`src/hdl/tcpwm_defs.svh`:
```
// Register offsets, reset values and bit positions of the compare/PWM timer
`ifndef TCPWM_DEFS_SVH
`define TCPWM_DEFS_SVH
`define TCPWM_OFF_STATUS 4'h0
`define TCPWM_OFF_CNT_HI 4'h1
`define TCPWM_OFF_CNT_LO 4'h2
`define TCPWM_OFF_PER_HI 4'h3
`define TCPWM_OFF_PER_LO 4'h4
`define TCPWM_OFF_CTL0 4'h5
`define TCPWM_OFF_VAL0_HI 4'h6
`define TCPWM_OFF_VAL0_LO 4'h7
`define TCPWM_OFF_CTL1 4'h8
`define TCPWM_OFF_VAL1_HI 4'h9
`define TCPWM_OFF_VAL1_LO 4'ha
`define TCPWM_BIT_FLAG 7
`define TCPWM_BIT_IE 6
`define TCPWM_BIT_HALT 5
`define TCPWM_BIT_CLEAR 4
`define TCPWM_RST_PERIOD 16'hffff
`define TCPWM_RST_VALUE 16'h0000
`define TCPWM_DIV_UNUSED 3'h7
`define TCPWM_ACT_TOGGLE 2'h1
`define TCPWM_ACT_CLEAR 2'h2
`define TCPWM_ACT_SET 2'h3
`endif

```
`src/hdl/tcpwm_pkg.sv`:
```
// Types shared by the compare/PWM timer and its users
package tcpwm_pkg;
  // Register bus request from the processor side
  typedef struct packed {
    logic [3:0] addr;
    logic [7:0] wdata;
    logic wr;
    logic rd;
  } tcpwm_bus_t;
  // Channel configuration, bits 6..0 of a channel control register
  typedef struct packed {
    logic ie;
    logic msb;
    logic msa;
    logic [1:0] act;
    logic tov;
    logic max;
  } tcpwm_chcfg_t;
  // Channel pin drive
  typedef struct packed {
    logic ch0_out;
    logic ch0_oe;
    logic ch1_out;
    logic ch1_oe;
  } tcpwm_pins_t;
endpackage

```
`src/hdl/tcpwm_top.sv`:
```
// Two-channel compare/PWM timer with linked buffered channel
// What this block does
// - Link bit joins both channels into one
// - Last written value set takes over at wrap
// - Linked: only channel0 pin driven, ctl1 unused
// - Toggle on overflow inverts pin at wrap
// - Compare action 10 clears, 11 sets pin
// - Mode 01 unbuffered, 10 buffered
// - Link bit outranks single mode bit
// - No overflow toggle with clear action 10 gives zero duty
// - Full duty force with toggle: constant level
// - Wrap flag set at limit, irq when enabled
// - Channel flag on compare, irq when enabled
// - Runs in wait, bus blocked, irq wakes
// - Stop mode freezes counting and pins, resumes after
// - Count sequence includes the period limit
// - Pulse spans overflow to compare match
// - Compare irq ends pulse, wrap ends period
// - Prescaler divides by 1 to 64, 111 unused
// - Counter restarts from zero after limit
// - Flag clears by read-then-write-zero only
// - Clear bit resets counter, halt set at reset
//
// Local design decisions: the plain strobed port and the register offsets.
`timescale 1ns/1ps
`include "tcpwm_defs.svh"
module tcpwm_top #(
  parameter int CW = 16
) (
  input wire logic ref_clk,
  input wire logic reset_n,
  input wire tcpwm_pkg::tcpwm_bus_t bus_req,
  output logic [7:0] rdata,
  input wire logic wait_mode,
  input wire logic stop_mode,
  output tcpwm_pkg::tcpwm_pins_t pins,
  output logic irq_wrap,
  output logic irq_chan0,
  output logic irq_chan1,
  output logic wake_req
);
  import tcpwm_pkg::*;

  // Mask of prescaler bits that must be all ones for a timer tick
  function automatic logic [6:0] div_mask(input logic [2:0] sel);
    logic [6:0] m;
    m = 7'h00;
    for (int i = 0; i < 7; i++) begin
      if (i < int'(sel)) begin
        m[i] = 1'b1;
      end
    end
    return m;
  endfunction

  // Pin update for one channel from overflow and compare events
  function automatic logic pin_upd(input logic cur, input logic wrap,
      input logic match, input tcpwm_chcfg_t cfg);
    logic r;
    r = cur;
    if (cfg.max && cfg.tov) begin
      r = ~cfg.act[0];
    end else begin
      if (wrap && cfg.tov) begin
        r = ~r;
      end
      if (match) begin
        unique case (cfg.act)
          `TCPWM_ACT_TOGGLE: r = ~r;
          `TCPWM_ACT_CLEAR: r = 1'b0;
          `TCPWM_ACT_SET: r = 1'b1;
          default: r = r;
        endcase
      end
    end
    return r;
  endfunction

  // Next value of a software-cleared flag; a new event wins
  function automatic logic flag_upd(input logic flag, input logic arm,
      input logic set, input logic clr_wr);
    return set | (flag & ~(clr_wr & arm));
  endfunction

  // Arming of the read-then-write clear sequence
  function automatic logic arm_upd(input logic arm, input logic set,
      input logic rd_hit, input logic flag, input logic wr_hit);
    logic r;
    r = arm;
    if (set) begin
      r = 1'b0;
    end else if (rd_hit && flag) begin
      r = 1'b1;
    end else if (wr_hit) begin
      r = 1'b0;
    end
    return r;
  endfunction

  // Reset synchroniser; the first stage feeds only the second
  logic rst_meta_reg;
  logic rst_n_reg;
  always_ff @(posedge ref_clk or negedge reset_n) begin
    if (!reset_n) begin
      rst_meta_reg <= 1'b0;
      rst_n_reg <= 1'b0;
    end else begin
      rst_meta_reg <= 1'b1;
      rst_n_reg <= rst_meta_reg;
    end
  end

  // Register state
  logic wrap_flag_reg, wrap_arm_reg, wrap_ie_reg, halt_reg;
  logic [2:0] div_reg; // Prescaler select
  logic [6:0] psc_reg; // Prescaler
  logic [CW-1:0] cnt_reg, period_reg, val0_reg, val1_reg;
  tcpwm_chcfg_t cfg0_reg, cfg1_reg;
  logic flag0_reg, arm0_reg, flag1_reg, arm1_reg;
  logic act_sel_reg; // Set now steering the linked output
  logic last_sel_reg; // Set written most recently
  logic pin0_reg, pin1_reg;
  logic [7:0] rdata_reg;

  // Bus decode; the processor cannot reach registers in wait
  wire acc_wr = bus_req.wr & ~wait_mode;
  wire acc_rd = bus_req.rd & ~wait_mode;
  wire wr_stat = acc_wr && bus_req.addr == `TCPWM_OFF_STATUS;
  wire rd_stat = acc_rd && bus_req.addr == `TCPWM_OFF_STATUS;
  wire wr_ctl0 = acc_wr && bus_req.addr == `TCPWM_OFF_CTL0;
  wire rd_ctl0 = acc_rd && bus_req.addr == `TCPWM_OFF_CTL0;
  wire linked = cfg0_reg.msb;
  // Control register 1 ignores writes while linked; reads still return its flag and configuration
  wire wr_ctl1 = acc_wr && bus_req.addr == `TCPWM_OFF_CTL1 && !linked;
  wire rd_ctl1 = acc_rd && bus_req.addr == `TCPWM_OFF_CTL1;
  wire wr_v0h = acc_wr && bus_req.addr == `TCPWM_OFF_VAL0_HI;
  wire wr_v0l = acc_wr && bus_req.addr == `TCPWM_OFF_VAL0_LO;
  wire wr_v1h = acc_wr && bus_req.addr == `TCPWM_OFF_VAL1_HI;
  wire wr_v1l = acc_wr && bus_req.addr == `TCPWM_OFF_VAL1_LO;
  wire wr_perh = acc_wr && bus_req.addr == `TCPWM_OFF_PER_HI;
  wire wr_perl = acc_wr && bus_req.addr == `TCPWM_OFF_PER_LO;
  wire wd_flag = bus_req.wdata[`TCPWM_BIT_FLAG];
  wire clear_req = wr_stat & bus_req.wdata[`TCPWM_BIT_CLEAR];

  // Timer tick: stop mode and the halt bit both freeze counting
  wire run = ~halt_reg & ~stop_mode;
  wire psc_hit = ((psc_reg & div_mask(div_reg)) == div_mask(div_reg))
      && div_reg != `TCPWM_DIV_UNUSED;
  wire tick = run & psc_hit;
  // Wrap happens on leaving the limit, so the limit is counted
  wire wrap = tick && cnt_reg == period_reg;
  wire [CW-1:0] cnt_inc = wrap ? '0 : cnt_reg + 1'b1;

  // Channel modes
  wire oc0 = cfg0_reg.msb | cfg0_reg.msa;
  wire oc1 = cfg1_reg.msa & ~linked;
  wire [CW-1:0] cmp0 = (linked && act_sel_reg) ? val1_reg : val0_reg;
  // Compare fires when the count arrives at the value
  wire match0 = tick && oc0 && cnt_inc == cmp0;
  wire match1 = tick && oc1 && cnt_inc == val1_reg;

  // Prescaler and counter; clear wins over halt and stop
  always_ff @(posedge ref_clk or negedge rst_n_reg) begin
    if (!rst_n_reg) begin
      psc_reg <= 7'h00;
      cnt_reg <= '0;
    end else if (clear_req) begin
      psc_reg <= 7'h00;
      cnt_reg <= '0;
    end else if (run) begin
      psc_reg <= psc_reg + 7'h01;
      if (tick) begin
        cnt_reg <= cnt_inc;
      end
    end
  end

  // Timer status register; halt comes up set
  always_ff @(posedge ref_clk or negedge rst_n_reg) begin
    if (!rst_n_reg) begin
      wrap_ie_reg <= 1'b0;
      halt_reg <= 1'b1;
      div_reg <= 3'h0;
    end else if (wr_stat) begin
      wrap_ie_reg <= bus_req.wdata[`TCPWM_BIT_IE];
      halt_reg <= bus_req.wdata[`TCPWM_BIT_HALT];
      div_reg <= bus_req.wdata[2:0];
    end
  end

  // Sticky event flags with their clear sequences
  always_ff @(posedge ref_clk or negedge rst_n_reg) begin
    if (!rst_n_reg) begin
      wrap_flag_reg <= 1'b0;
      wrap_arm_reg <= 1'b0;
      flag0_reg <= 1'b0;
      arm0_reg <= 1'b0;
      flag1_reg <= 1'b0;
      arm1_reg <= 1'b0;
    end else begin
      wrap_flag_reg <= flag_upd(wrap_flag_reg, wrap_arm_reg, wrap,
          wr_stat & ~wd_flag);
      wrap_arm_reg <= arm_upd(wrap_arm_reg, wrap, rd_stat,
          wrap_flag_reg, wr_stat);
      flag0_reg <= flag_upd(flag0_reg, arm0_reg, match0,
          wr_ctl0 & ~wd_flag);
      arm0_reg <= arm_upd(arm0_reg, match0, rd_ctl0, flag0_reg, wr_ctl0);
      flag1_reg <= flag_upd(flag1_reg, arm1_reg, match1,
          wr_ctl1 & ~wd_flag);
      arm1_reg <= arm_upd(arm1_reg, match1, rd_ctl1, flag1_reg, wr_ctl1);
    end
  end

  // Channel configuration and value registers
  always_ff @(posedge ref_clk or negedge rst_n_reg) begin
    if (!rst_n_reg) begin
      cfg0_reg <= '0;
      cfg1_reg <= '0;
      period_reg <= `TCPWM_RST_PERIOD;
      val0_reg <= `TCPWM_RST_VALUE;
      val1_reg <= `TCPWM_RST_VALUE;
    end else begin
      if (wr_ctl0) begin
        cfg0_reg <= tcpwm_chcfg_t'(bus_req.wdata[6:0]);
      end
      if (wr_ctl1) begin
        cfg1_reg <= tcpwm_chcfg_t'(bus_req.wdata[6:0]);
      end
      if (wr_perh) period_reg[15:8] <= bus_req.wdata;
      if (wr_perl) period_reg[7:0] <= bus_req.wdata;
      if (wr_v0h) val0_reg[15:8] <= bus_req.wdata;
      if (wr_v0l) val0_reg[7:0] <= bus_req.wdata;
      if (wr_v1h) val1_reg[15:8] <= bus_req.wdata;
      if (wr_v1l) val1_reg[7:0] <= bus_req.wdata;
    end
  end

  // Linked-set tracking; handover waits for a wrap so the
  // running pulse is never cut short by a value written to the other set
  always_ff @(posedge ref_clk or negedge rst_n_reg) begin
    if (!rst_n_reg) begin
      act_sel_reg <= 1'b0;
      last_sel_reg <= 1'b0;
    end else if (!linked) begin
      act_sel_reg <= 1'b0;
      last_sel_reg <= 1'b0;
    end else begin
      if (wr_v1h || wr_v1l) begin
        last_sel_reg <= 1'b1;
      end else if (wr_v0h || wr_v0l) begin
        last_sel_reg <= 1'b0;
      end
      if (wrap) begin
        act_sel_reg <= last_sel_reg;
      end
    end
  end

  // Channel pins; a channel not in compare mode holds its level
  always_ff @(posedge ref_clk or negedge rst_n_reg) begin
    if (!rst_n_reg) begin
      pin0_reg <= 1'b0;
      pin1_reg <= 1'b0;
    end else begin
      if (oc0 && !stop_mode) begin
        pin0_reg <= pin_upd(pin0_reg, wrap, match0, cfg0_reg);
      end
      if (oc1 && !stop_mode) begin
        pin1_reg <= pin_upd(pin1_reg, wrap, match1, cfg1_reg);
      end
    end
  end

  // Read data mux; the clear bit always reads zero
  logic [7:0] rd_sel;
  always_comb begin
    rd_sel = 8'h00;
    unique case (bus_req.addr)
      `TCPWM_OFF_STATUS: rd_sel = {wrap_flag_reg, wrap_ie_reg, halt_reg,
          1'b0, 1'b0, div_reg};
      `TCPWM_OFF_CNT_HI: rd_sel = cnt_reg[15:8];
      `TCPWM_OFF_CNT_LO: rd_sel = cnt_reg[7:0];
      `TCPWM_OFF_PER_HI: rd_sel = period_reg[15:8];
      `TCPWM_OFF_PER_LO: rd_sel = period_reg[7:0];
      `TCPWM_OFF_CTL0: rd_sel = {flag0_reg, cfg0_reg};
      `TCPWM_OFF_VAL0_HI: rd_sel = val0_reg[15:8];
      `TCPWM_OFF_VAL0_LO: rd_sel = val0_reg[7:0];
      `TCPWM_OFF_CTL1: rd_sel = {flag1_reg, cfg1_reg};
      `TCPWM_OFF_VAL1_HI: rd_sel = val1_reg[15:8];
      `TCPWM_OFF_VAL1_LO: rd_sel = val1_reg[7:0];
      default: rd_sel = 8'h00;
    endcase
  end

  // Read data stand only in the cycle after the strobe
  always_ff @(posedge ref_clk or negedge rst_n_reg) begin
    if (!rst_n_reg) begin
      rdata_reg <= 8'h00;
    end else begin
      rdata_reg <= acc_rd ? rd_sel : 8'h00;
    end
  end

  // Outputs
  assign rdata = rdata_reg;
  assign pins.ch0_out = pin0_reg;
  assign pins.ch0_oe = oc0;
  assign pins.ch1_out = pin1_reg;
  assign pins.ch1_oe = oc1;
  assign irq_wrap = wrap_flag_reg & wrap_ie_reg;
  assign irq_chan0 = flag0_reg & cfg0_reg.ie;
  assign irq_chan1 = flag1_reg & cfg1_reg.ie & ~linked;
  assign wake_req = irq_wrap | irq_chan0 | irq_chan1;
endmodule

```
`config.mk`:
```
export PLATFORM = sky130hd
export DESIGN_NAME = tcpwm_top
export DESIGN_NICKNAME = d
export VERILOG_FILES = /design/src/hdl/tcpwm_pkg.sv /design/src/hdl/tcpwm_top.sv
export VERILOG_INCLUDE_DIRS = /design/src /design/src/hdl
export SDC_FILE = /design/constraint.sdc
export NUM_CORES = 1
export LEC_CHECK = 0
export ABC_AREA = 1
export BUFFER_PORTS_ARGS = -buffer_cell sky130_fd_sc_hd__buf_2
export CAP_MARGIN = 25
export CELL_PAD_IN_SITES_DETAIL_PLACEMENT = 0
export CELL_PAD_IN_SITES_GLOBAL_PLACEMENT = 1
export CORE_ASPECT_RATIO = 1.2
export CORE_UTILIZATION = 41
export CTS_CLUSTER_DIAMETER = 30
export DETAILED_ROUTE_END_ITERATION = 8
export PLACE_DENSITY = 0.88
export REMOVE_ABC_BUFFERS = 1
export SYNTH_ARGS = -nofsm -noshare
export SYNTH_HDL_FRONTEND = slang
export SYNTH_SLANG_ARGS = --single-unit
export TNS_END_PERCENT = 20
```
`constraint.sdc`:
```
create_clock -name ref_clk -period 3.5 [get_ports ref_clk]
set_clock_uncertainty 0.15 [all_clocks]
set_input_delay 0.7 -clock ref_clk [delete_from_list [all_inputs] [get_ports ref_clk]]
set_output_delay 0.7 -clock ref_clk [all_outputs]
set_load 0.05 [all_outputs]
```
After elaboration in Yosys (flattened, before gate mapping)
Index checks and enable logic that the tools add are counted.

$lt $le $gt $ge: 7. Equality and inequality tests: 23. Multiplexer cells: 42. Add/subtract/negate cells: 2. Reduce and logical (&&, ||, !) cells: 40. Bitwise gates (word level): 40.

Operator list (number): $pmux 8 s11 (1); $mux 16 (5); $eq 16x16->1 (3); $mux 1 (31); $logic_and 1x1->1 (29); $and 1x1->1 (19); $add 16x1->16 const B (1); $eq 4x3->1 const B (4); $mux 7 (2); $not 1->1 (14); $eq 4x4->1 const B (3); $lt 3x3->1 const A (3); $reduce_bool 3->1 (3); $eq 2x2->1 const B (4); $eq 4x2->1 const B (2); $mux 8 (1); $add 7x1->7 const B (1); $and 7x7->7 (1); $eq 7x7->1 (1); $lt 1x3->1 const A (2); $lt 2x3->1 const A (2); $or 1x1->1 (6); $pmux 1 s3 (2); $eq 2x1->1 const B (2); other kinds (9) (12).

Logic and storage cells: 190. Output and inout bits: 16. Input port bits: 18. Register bits after elaboration: 110.

Logic depth before layout (Yosys ltp)
Word-level depth: 15. Depth in mapped cells: 22. Mapped depth without buffers: 22.

Least setup slack after synthesis
No wires, ideal clock.

Path type: register to output. Start point: reg cfg0_reg (netlist bit linked). End point: out wake_req. Buffers on the path: 0. Cell stages (with the launch flop): 4. Required time: 2.650 ns. Slack: 0.616 ns. Arrival time: 2.034 ns. Path through: dfrtp_1 nor3_1 nor2_1 nand2_1.

Cells in the longest elaborated chain, start to end: 3.

Ends and longest elaborated chain: start: declaration (line tcpwm_top.sv:118) `tcpwm_chcfg_t cfg0_reg, cfg1_reg;`; start signal: assignment (line tcpwm_top.sv:224) `cfg0_reg <= tcpwm_chcfg_t'(bus_req.wdata[6:0]);`; $not 1->1 (line tcpwm_top.sv:312) `assign irq_chan1 = flag1_reg & cfg1_reg.ie & ~linked;`; $and 1x1->1 (line tcpwm_top.sv:312); via irq_chan1 (line tcpwm_top.sv:39) `output logic irq_chan1,`; $or 1x1->1 (line tcpwm_top.sv:313) `assign wake_req = irq_wrap | irq_chan0 | irq_chan1;`; end: declaration (line tcpwm_top.sv:40) `output logic wake_req`.

The timed path passes the listed nets, and every way through them passes these cells.

Worst setup path in the final report
Start point: reg cnt_reg[2]. End point: reg pin1_reg.

Cells in the longest elaborated chain, start to end: 10. Elaborated cells between the ends (all ways): 14. Classes of those cells: 1 x add/sub; 2 x eq/ne; 7 x mux; 1 x bitwise; 3 x reduce/logical.

Ends and longest elaborated chain: start: declaration (line tcpwm_top.sv:117) `logic [CW-1:0] cnt_reg, period_reg, val0_reg, val1_reg;`; start signal: assignment (line tcpwm_top.sv:173) `cnt_reg <= cnt_inc;`; parallel branches: the longest is 8 deep, another holds $add 16x1->16; $mux 1 * (line tcpwm_top.sv:67) `if (match) begin`; $mux 1 * (line tcpwm_top.sv:61) `if (cfg.max && cfg.tov) begin`; end signal: assignment (line tcpwm_top.sv:269) `pin1_reg <= pin_upd(pin1_reg, wrap, match1, cfg1_reg);`; end: declaration (line tcpwm_top.sv:122) `logic pin0_reg, pin1_reg;`.

Mark *: on every way between the ends. The select of a mux whose other input is x is not followed. A chain may end at the register's enable or synchronous reset.

==> impl_metrics.toml <==
[status]
outcome = "completed"

[floorplan]
initial_utilization_pct = 42.4
ioPinCount = 34
core_area_um2 = 15100
dieArea_um2 = 16200
die_y_um = 139
die_w_um = 116
num_rows = 49

[worst_setup_path]
crit_buf_inv = 0
path_cells = "nand3_1, nor3_2, nand3_1, xor2_1, nand2_1, nand2_1, nand2_1, nor2_1, nand2_1, nor2_2, nand3_2, nand2_1, nand2_1, nand2_1, nand2_1, nand2_1, nand2_1"
cpMaxStageDelayCell = "dfrtp_1"
crit_fanout = 5
crit_path_frequent_cell = "nand2_1"
cp.arrival_ps = 2970
critPathMaxStageDelay_ps = 430
crit_type = "reg2reg"
cp-end-kind = "flip-flop"
crit_required_ps = 3600
critPathTopFamily = "simple AND/OR/NAND/NOR gates"
start_kind = "flip-flop"

[clock_tree]
cts_resized = 0
clkSlewWorstSetupHoldPaths_ps = 70
cts_num_sinks = 109
cts_tree = "done"
insertion_delay_ps = 360
numCtsBuffers = 9
clockBufferDepth = 2
ctsRootBufferMaster = "clkbuf_16"
htreeDepth = 3

[route]
drc = 0
wirelength_um = 20700
ant_nets = 0
first_iter_violations = 458
dr.pass1.iters = 5
num_vias = 6141
avgRoutedWirePerCell_um = 17.7
viasPerCell = 5.24

[timing]
finalCriticalPeriod_ps = 2870
max_slew_margin_pct = 53.6
drv_slew = 0
setup_viol = 0
finalSetupTns_ps = 0
rsz0062_at_grt = "no"
timing.hold.ws_ps = 201
tightest_slew_ps = 695
min_period_over_period_pct = 82.0
fmax_mhz = 348
hold_violations = 0

[placement]
placed_cells = 1156
port_buffers = 33
dp_hpwl_um = 15800
globalplace.congestion = 0.944

[logic_synthesis]
ys_async_sr_fraction_pct = 100
yosys.area.top_type_share_pct = 35.9
seq_area_frac_synth_pct = 42.9
synth_area_leader_cell = "dfrtp_1"
synth_area_um2 = 6410
synth_cells = 922
syn_avg_cell_area_um2 = 6.96
ys_warn_count = 0
synth_top_flop_cell = "dfrtp_1"
ys_types = 31
ys_ff_latch = 109
post_synth_main_area_contributors = "dfrtp_1, nand2_1, inv_1, o21ai_0, dfstp_2"
synth_edf_count = 0

[finish]
final_cell_mix = "nand2_1, inv_1, dfrtp_1, o21ai_0, nor2_1"
n_antenna_cell = 0
layout_commonest_cell = "nand2_1"
drive_gt1_share_pct = 10.4
instances_no_fill = 1173
synthToLayoutAreaGrowth_pct = 11.9
nets = 984

[hold_path]
hold_class = "reg2reg"

[grt]
gr-total-overflow = 0
grt_pass1_wl_um = 32500
antenna_found_initial = 0
first_global_vias = 5968
grt_max_degree = 58
grt.total_usage_pct = 27.3

[power]
ir_worst_vdd_v = 0.000347
p_leak_nw = 3.79
powerDensity_nw_per_um2 = 671
finalPower_mw = 4.82

[run]
max_cap_violations = 0
==> cells in the mapped netlist, types with 2 or more instances <==
cell	number
nand2_1	304
o21ai_0	90
nand4_1	5
buf_4	4
nor2_2	8
nand3b_1	7
inv_2	7
xor2_1	14
o22ai_1	36
a221oi_1	15
a21oi_1	14
ha_1	2
buf_2	4
inv_1	143
nand3_1	54
nor2_1	69
nand3_2	2
clkbuf_1	10
buf_6	3
dfrtp_1	92
dfstp_2	17
nor3_1	13
==> repair_timing <==
action,CTS,global route
hold buffers,1,0
endpoints found under the hold margin,2,0
setup buffers,0,0
==> metrics by stage <==
stage | area [um^2] | util [%] | setup slack (ps)
after floorplan | 6290 | - | 118
after global placement | 6880 | 45.4 | 546
after detailed placement | 6880 | 45.4 | 503
after CTS | 7180 | 47.4 | 629
after global routing | 7180 | 47.4 | 380
final | 7180 | 47.4 | 630
==> power by group <==
group	switching (mW)	internal, mW	total [mW]
clock network	0.488	0.559	1.05
registers	0.355	1.58	1.94
logic	1.20	0.633	1.84
total	2.04	2.78	4.82
==> worst register-to-register path, cell delays in order, from the launching register on <==
cell	delay, ps
dfrtp_1	430
nand3_1	210
nor3_2	380
nand3_1	170
xor2_1	260
nand2_1	150
nand2_1	80
nand2_1	50
nor2_1	100
nand2_1	90
nor2_2	210
nand3_2	150
nand2_1	90
nand2_1	50
nand2_1	50
nand2_1	50
nand2_1	50
nand2_1	40
==> area by class of cell <==
type / count / area [um^2]
clock inverters: 5 / 60.1
multi-input cells: 642 / 2980
fillers: 1585 / 7960
clock buffers: 11 / 233
well taps: 204 / 255
repair buffers: 52 / 335
flip-flops and latches: 109 / 2750
inverters: 150 / 563
==> path summary, 6_finish.rpt <==
| kind | from | to | slack, ps | cells past startpoint |
|---|---|---|---|---|
| max reg2reg | cnt_reg[2] | pin1_reg | 630 | 17 |
| max in group asynchronous | rst_n_reg | halt_reg | 2150 | 1 |
| min in group asynchronous | rst_n_reg | psc_reg[5] | 240 | 0 |
| max | cnt_reg[2] | pin1_reg | 630 | 17 |
| min reg2reg | rst_meta_reg | rst_n_reg | 200 | 0 |
| min | rst_meta_reg | rst_n_reg | 200 | 0 |
==> layer usage <==
metal	wire, um	track usage [%]	vias up
met5	0	0	-
met4	820	12.5	0
met3	1010	3.54	49
met2	9910	45.1	201
met1	9000	35.3	2853
li1	-	-	3038
==> kinds of logic (layout without fill, tap and decap cells) <==
logic type,Yosys count,count (layout),synth area share (%)
simple gates,464,464,29.7
buf+inv,171,218,10.7
compound gates,161,161,14.4
flops,109,109,42.9
xor+xnor,14,14,1.91
fa+ha+maj,2,2,0.390
other cells,1,1,0.0585
Note: power is estimated with default switching activity, not from simulation.
